===== src/include/alu_params.svh =====
`ifndef ALU_PARAMS_SVH
`define ALU_PARAMS_SVH
`define STATUS_FLAGS_ADDR 6'h3F
`define STATUS_FLAGS_RESET 8'h00
`define FLAG_I 7
`define FLAG_T 6
`define FLAG_H 5
`define FLAG_S 4
`define FLAG_V 3
`define FLAG_N 2
`define FLAG_Z 1
`define FLAG_C 0
`endif


===== src/include/alu_pkg.sv =====
package alu_pkg;
   typedef enum logic [3:0] {
      OP_NONE                          = 4'h0,
      OP_ADD                           = 4'h1,
      OP_ADD_CARRY                     = 4'h2,
      OP_SUB                           = 4'h3,
      subtract_with_borrow_op          = 4'h4,
      subtract_immediate_op            = 4'h5,
      subtract_immediate_borrow_op     = 4'h6,
      OP_AND                           = 4'h7,
      and_immediate_op                 = 4'h8,
      OP_OR                            = 4'h9,
      or_immediate_op                  = 4'hA
   } alu_op_t;

   typedef struct packed {
      alu_op_t    op;
      logic [4:0] dest_index;
      logic [7:0] dest_value;
      logic [7:0] source_register;
      logic [7:0] constant;
   } alu_req_t;

   typedef struct packed {
      logic       valid;
      logic [4:0] dest_index;
      logic [7:0] value;
   } alu_wb_t;
endpackage


===== src/rtl/alu_arith_logic_flags.sv =====
`timescale 1ns/1ns
`default_nettype none
`include "alu_params.svh"
module alu_arith_logic_flags (
   // Clock and reset
   input  wire logic              clk,
   input  wire logic              resetn,
   // Decoder request
   input  wire logic              req_valid,
   input  wire alu_pkg::alu_req_t req,
   // Register file write-back
   output var alu_pkg::alu_wb_t   wb,
   // Status register port
   input  wire logic [5:0]        reg_addr,
   input  wire logic [7:0]        reg_wdata,
   input  wire logic              reg_write,
   input  wire logic              reg_read,
   output logic      [7:0]        reg_rdata,
   // Flags to branch logic
   output logic      [7:0]        status_flags
);
   logic [3:0] op_eff;
   logic [7:0] operand_b;
   logic [7:0] result;
   logic [7:0] next_flags;
   logic       imm;
   logic       op_taken;
   logic       sw_write;

   // Decoding shared by the operand mux and the checks below
   function automatic logic is_imm_op(input logic [3:0] code);
      return (code == alu_pkg::subtract_immediate_op)
         || (code == alu_pkg::subtract_immediate_borrow_op)
         || (code == alu_pkg::and_immediate_op)
         || (code == alu_pkg::or_immediate_op);
   endfunction

   function automatic logic is_and_op(input logic [3:0] code);
      return (code == alu_pkg::OP_AND) || (code == alu_pkg::and_immediate_op);
   endfunction

   function automatic logic is_or_op(input logic [3:0] code);
      return (code == alu_pkg::OP_OR) || (code == alu_pkg::or_immediate_op);
   endfunction

   always_comb begin
      imm       = is_imm_op(req.op);
      operand_b = imm ? req.constant : req.source_register;
      op_eff    = req_valid ? req.op : alu_pkg::OP_NONE;
      op_taken  = req_valid && (req.op != alu_pkg::OP_NONE);
      sw_write  = reg_write && (reg_addr == `STATUS_FLAGS_ADDR);
   end

   alu_core u_core (
      .op        (op_eff),
      .a         (req.dest_value),
      .b         (operand_b),
      .flags_in  (status_flags),
      .result    (result),
      .flags_out (next_flags)
   );

   // Operation wins over a same-cycle software write
   always_ff @(posedge clk) begin
      if (!resetn)
         status_flags <= `STATUS_FLAGS_RESET;
      else if (op_taken)
         status_flags <= next_flags;
      else if (sw_write)
         status_flags <= reg_wdata;
   end

   always_ff @(posedge clk) begin
      if (!resetn)
         wb <= '0;
      else begin
         wb.valid      <= op_taken;
         wb.dest_index <= req.dest_index;
         wb.value      <= result;
      end
   end

   always_ff @(posedge clk) begin
      if (!resetn)
         reg_rdata <= 8'h00;
      else if (reg_read && reg_addr == `STATUS_FLAGS_ADDR)
         reg_rdata <= status_flags;
      else
         reg_rdata <= 8'h00;
   end
endmodule
`default_nettype wire


===== src/rtl/alu_core.sv =====
`timescale 1ns/1ns
`default_nettype none
`include "alu_params.svh"
module alu_core (
   // Operation
   input  wire logic [3:0] op,
   input  wire logic [7:0] a,
   input  wire logic [7:0] b,
   input  wire logic [7:0] flags_in,
   // Result
   output logic      [7:0] result,
   output logic      [7:0] flags_out
);
   logic       cin;
   logic       is_sub;
   logic       is_logic;
   logic [8:0] wide;
   logic [4:0] low;
   logic [7:0] f;

   always_comb begin
      is_sub = (op == alu_pkg::OP_SUB) || (op == alu_pkg::subtract_with_borrow_op)
            || (op == alu_pkg::subtract_immediate_op)
            || (op == alu_pkg::subtract_immediate_borrow_op);
      is_logic = (op >= alu_pkg::OP_AND) && (op <= alu_pkg::or_immediate_op);
      cin = ((op == alu_pkg::OP_ADD_CARRY) || (op == alu_pkg::subtract_with_borrow_op)
            || (op == alu_pkg::subtract_immediate_borrow_op)) && flags_in[`FLAG_C];
      if (is_sub) begin
         wide = {1'b0, a} - {1'b0, b} - {8'h00, cin};
         low  = {1'b0, a[3:0]} - {1'b0, b[3:0]} - {4'h0, cin};
      end else begin
         wide = {1'b0, a} + {1'b0, b} + {8'h00, cin};
         low  = {1'b0, a[3:0]} + {1'b0, b[3:0]} + {4'h0, cin};
      end
      f = flags_in;
      if (is_logic) begin
         if ((op == alu_pkg::OP_AND) || (op == alu_pkg::and_immediate_op))
            result = a & b;
         else
            result = a | b;
         f[`FLAG_V] = 1'b0;
         f[`FLAG_N] = result[7];
         f[`FLAG_Z] = (result == 8'h00);
      end else if (op != alu_pkg::OP_NONE) begin
         result = wide[7:0];
         f[`FLAG_C] = wide[8];
         f[`FLAG_H] = low[4];
         f[`FLAG_N] = result[7];
         f[`FLAG_Z] = (result == 8'h00);
         if (is_sub)
            f[`FLAG_V] = (a[7] & ~b[7] & ~result[7]) | (~a[7] & b[7] & result[7]);
         else
            f[`FLAG_V] = (a[7] & b[7] & ~result[7]) | (~a[7] & ~b[7] & result[7]);
      end else begin
         result = 8'h00;
      end
      if (op != alu_pkg::OP_NONE)
         f[`FLAG_S] = f[`FLAG_N] ^ f[`FLAG_V];
      flags_out = f;
   end
endmodule
`default_nettype wire


===== config.mk =====
export PLATFORM = sky130hd
export DESIGN_NAME = alu_arith_logic_flags
export DESIGN_NICKNAME = d
export VERILOG_FILES = /design/src/include/alu_pkg.sv /design/src/rtl/alu_arith_logic_flags.sv /design/src/rtl/alu_core.sv
export VERILOG_INCLUDE_DIRS = /design/src /design/src/include
export SDC_FILE = /design/constraint.sdc
export NUM_CORES = 1
export LEC_CHECK = 0
export BUFFER_PORTS_ARGS = -buffer_cell sky130_fd_sc_hd__buf_2
export CORE_ASPECT_RATIO = 1.1
export CORE_MARGIN = 5
export CORE_UTILIZATION = 56
export CTS_BUF_LIST = sky130_fd_sc_hd__clkbuf_4
export CTS_CLUSTER_SIZE = 20
export DETAILED_ROUTE_END_ITERATION = 6
export PLACE_DENSITY = 0.84
export SLEW_MARGIN = 10
export SYNTH_ARGS = -nofsm -noshare
export SYNTH_HDL_FRONTEND = slang
export SYNTH_SLANG_ARGS = --single-unit

===== constraint.sdc =====
create_clock -name clk -period 7.35 [get_ports clk]
set_clock_uncertainty 0.05 [all_clocks]
set_input_delay 0.735 -clock clk [delete_from_list [all_inputs] [get_ports clk]]
set_output_delay 0.735 -clock clk [all_outputs]
set_load 0.02 [all_outputs]

==> impl_metrics.py <==
metrics = {
    "status": {
        "status": "complete, no violations",
    },
    "placement": {
        "hpwlAfterDp_um": 5130,
        "place_ws_ns": 2.55,
        "place_inst": 434,
        "numPortBuffers": 81,
        "globalplace.congestion": 0.932,
    },
    "pwr": {
        "ir_worst_vdd_mv": 0.0628,
        "power_share_of_the_sequential_group": 0.375,
        "p_int_uw": 295,
        "swShare": 0.371,
        "power.share.clock": 0.173,
        "net_switching_power_figure_uw": 174,
        "totalPowerFinal_uw": 469,
        "power_per_cell_area_nw_per_um2": 155,
        "cellLeakagePower_uw": 0.00152,
        "combPwrFrac": 0.452,
    },
    "detailed_routing": {
        "drt_antenna_net_count": 0,
        "post_drt_wl_per_cell_um": 14.0,
        "drcViolationCount": 0,
        "detail_route.iter0.violations": 106,
        "num_vias": 2381,
        "viasPerCell": 5.41,
        "drt-pass1-iter-count": 4,
        "wl_um": 6140,
    },
    "finish": {
        "finish.utilization": 0.696,
        "area_growth_from_synthesis_to_final_layout_pct": 18.8,
        "num-nets-final": 474,
        "layout.filler_cells": 369,
        "share_of_post_route_cells_with_drive_strength_above_1": 0.272,
        "final_non_filler_cells": 440,
        "final_antenna_diode_count": 0,
    },
    "logic_synthesis": {
        "yosysWarnings": 0,
        "yosys.area.top_type": "sky130_fd_sc_hd__dfxtp_1",
        "synth_edf_count": 0,
        "synthesized_flop_and_latch_total": 30,
        "number_of_nets_in_the_synthesized_netlist": 393,
        "post_synth.cell_area_avg_um2": 8.32,
        "yosys.area.top_type_share": 0.236,
        "async_flop_share": 0,
        "synth.cell_area_um2": 2540,
        "synth_seq_area_share": 0.236,
        "ys_types": 51,
        "cells_after_synthesis": 306,
        "synthTopCellsByArea": "sky130_fd_sc_hd__dfxtp_1, sky130_fd_sc_hd__ha_1, sky130_fd_sc_hd__inv_1, sky130_fd_sc_hd__nand2_1, sky130_fd_sc_hd__and2_1",
        "prevailing_post_synth_register_cell": "sky130_fd_sc_hd__dfxtp_1",
    },
    "clock_tree": {
        "cts.reportedPaths.clkPinSlew_ns": 0.08,
        "cts_post_setup_buffers_inserted": 0,
        "cts_tree": "done",
        "worstSkewPairLatency_ns": 0.32,
        "cts_buffers": 5,
        "h_tree_levels": 2,
        "cts_root_buffer": "sky130_fd_sc_hd__clkbuf_4",
        "cts_hold_buffers": 0,
        "clock-sinks": 30,
        "post_cts.resized_instances": 0,
        "clock_path_buffers": 2,
    },
    "global_routing": {
        "grt_pass1_wl_um": 10100,
        "global_route_usage_over_all_layers": 0.213,
        "grt_antenna_before_repair": 0,
        "grt_pass1_vias": 2276,
        "grt_overflow_total": 0,
        "grt_start_max_net_pins": 26,
    },
    "sta": {
        "final.period_utilization": 0.598,
        "worst_pin_slew_ns": 0.846,
        "rsz0062_at_grt": "false",
        "fin_setup_tns_ns": 0,
        "post-route-min-period_ns": 4.40,
        "final-setup-viol-count": 0,
        "maxClockFrequency_mhz": 227,
        "timing.max_slew.rel_slack": 0.433,
        "setup_slack_ns": 2.95,
        "timing.final.max_slew_violations": 0,
        "hold_violations": 0,
    },
    "worst_setup_path": {
        "crit-reg2reg-launch": "status_flags[0]",
        "rr_endpoint": "status_flags[4]",
        "endpoint_kind": "register",
        "critical_path_buf_inv_count": 2,
        "cpLargestDelayFamily": "compound AO/OA/AOI/OAI gates",
        "cp_common_cell": "sky130_fd_sc_hd__mux2_2",
        "setup.worst_path.start_class": "input port",
        "timing.critical_path.slowest_cell_delay_ns": 0.72,
        "worst-endpoint-arrival_ns": 4.56,
        "path_cells": "buf_2 -> nor2b_1 -> o31ai_2 -> mux2_2 -> fa_1 -> inv_1 -> ha_1 -> o21ai_0 -> a21oi_1 -> a211oi_1 -> o31ai_1 -> o21ai_2 -> mux2_2 -> o311a_1",
        "reg2reg_path_depth": 12,
        "cp_slowest_cell": "sky130_fd_sc_hd__o31ai_2",
        "path_max_fanout": 8,
        "r2r_slack_ns": 4.15,
        "cp_data_required_time_ns": 7.51,
        "setup.worst_path.class": "input port to register",
    },
    "die": {
        "top_level_ports": 82,
        "dieWidth_um": 74.3,
        "overall_die_height_um": 80.7,
        "die_area_um2": 5990,
        "core_area_um2": 4350,
        "initial_utilization": 0.585,
        "placement_rows": 25,
    },
    "min_path": {
        "worstHoldStart": "status_flags[6]",
        "endpoint_with_the_worst_hold_slack": "reg_rdata[6]",
        "holdCritPathClass": "register to register",
        "whs_path_depth": 1,
    },
    "flow_run": {
        "cap_violations": 0,
    },
}
## routing by layer
metal / GRT usage / routed length, um / vias up
met4: 0.0907 / 122 / 0
met1: 0.247 / 2560 / 1076
met2: 0.372 / 2930 / 85
met5: 0 / 0 / -
met3: 0.0438 / 533 / 12
li1: - / - / 1208
## cell usage after synthesis (all sizes together), types with 2 or more instances
cell type,instances
o311a,2
or2,2
o21ai,16
and3,2
a21boi,6
nor2,17
a21oi,10
mux2i,7
or4,3
inv,32
o21a,4
nand4,2
nor3,2
nor2b,8
a211oi,5
ha,31
o211ai,11
o31ai,3
fa,4
nand2,32
clkbuf,3
nand3,3
nand2b,6
nor3b,3
a31oi,4
and2,19
xnor2,7
buf,5
mux2,9
dfxtp,30
o2bb2ai,2
xor2,5
## area by class of cell
type	count	area, um^2	area share
clock inverters	1	3.75	0.00124
clock buffers	5	37.5	0.0124
multi-input cells	236	1780	0.589
well taps	54	67.6	0.0223
flip-flops and latches	30	601	0.199
repair buffers	82	413	0.137
inverters	32	120	0.0397
## registers in the layout, indices dropped and copies added, names as in the netlist
register	cells
wb	14
reg_rdata	8
status_flags	8
## metrics by stage
stage	hold WS [ns]	area (um^2)
finish	0.445	3020
global route	0.464	3020
CTS	0.447	3020
detailed placement	0.429	2980
global placement	0.413	2980
floorplan	0.514	2540
## logic make-up after synthesis
| logic type | synth area share |
|---|---|
| AO/OA/AOI/OAI | 0.194 |
| XOR/XNOR | 0.0413 |
| adder cells (fa/ha/maj) | 0.184 |
| buffers and inverters | 0.0639 |
| flip-flops | 0.236 |
| multiplexers | 0.0674 |
| AND/OR/NAND/NOR | 0.213 |
## placed cells by master (no fill, tap or decap), types with 6 or more instances in the layout
cell type and count:
sky130_fd_sc_hd__inv_1 32, sky130_fd_sc_hd__mux2_2 9, sky130_fd_sc_hd__xnor2_1 7, sky130_fd_sc_hd__nor2_1 17, sky130_fd_sc_hd__ha_1 31, sky130_fd_sc_hd__mux2i_1 7
sky130_fd_sc_hd__dfxtp_1 30, sky130_fd_sc_hd__nor2b_1 8, sky130_fd_sc_hd__o211ai_1 11, sky130_fd_sc_hd__buf_2 81, sky130_fd_sc_hd__nand2_1 32, sky130_fd_sc_hd__nand2b_1 6
sky130_fd_sc_hd__a21oi_1 10, sky130_fd_sc_hd__and2_1 18, sky130_fd_sc_hd__o21ai_0 12
## power by group through the flow
stage                     Combinational (uW)  Clock, uW  Sequential, uW
after global placement                   205          0             180
after floorplan                          142          0             191
after global routing                     235       90.9             177
after detailed placement                 210          0             180
after CTS                                211       84.5             176
final                                    212       81.2             176
## worst max path at each step
| stage | startpoint | end | slack, ns | cells past startpoint |
|---|---|---|---|---|
| floorplan | req[29] | status_flags[4] | 3.23 | 13 |
| global placement | req[32] | status_flags[4] | 2.71 | 14 |
| detailed placement | req[32] | status_flags[4] | 2.55 | 14 |
| CTS | req[32] | status_flags[4] | 2.89 | 14 |
| global route | req[32] | status_flags[4] | 2.72 | 14 |
| finish | req[32] | status_flags[4] | 2.95 | 14 |
Note: power is estimated with default switching activity, not from simulation.
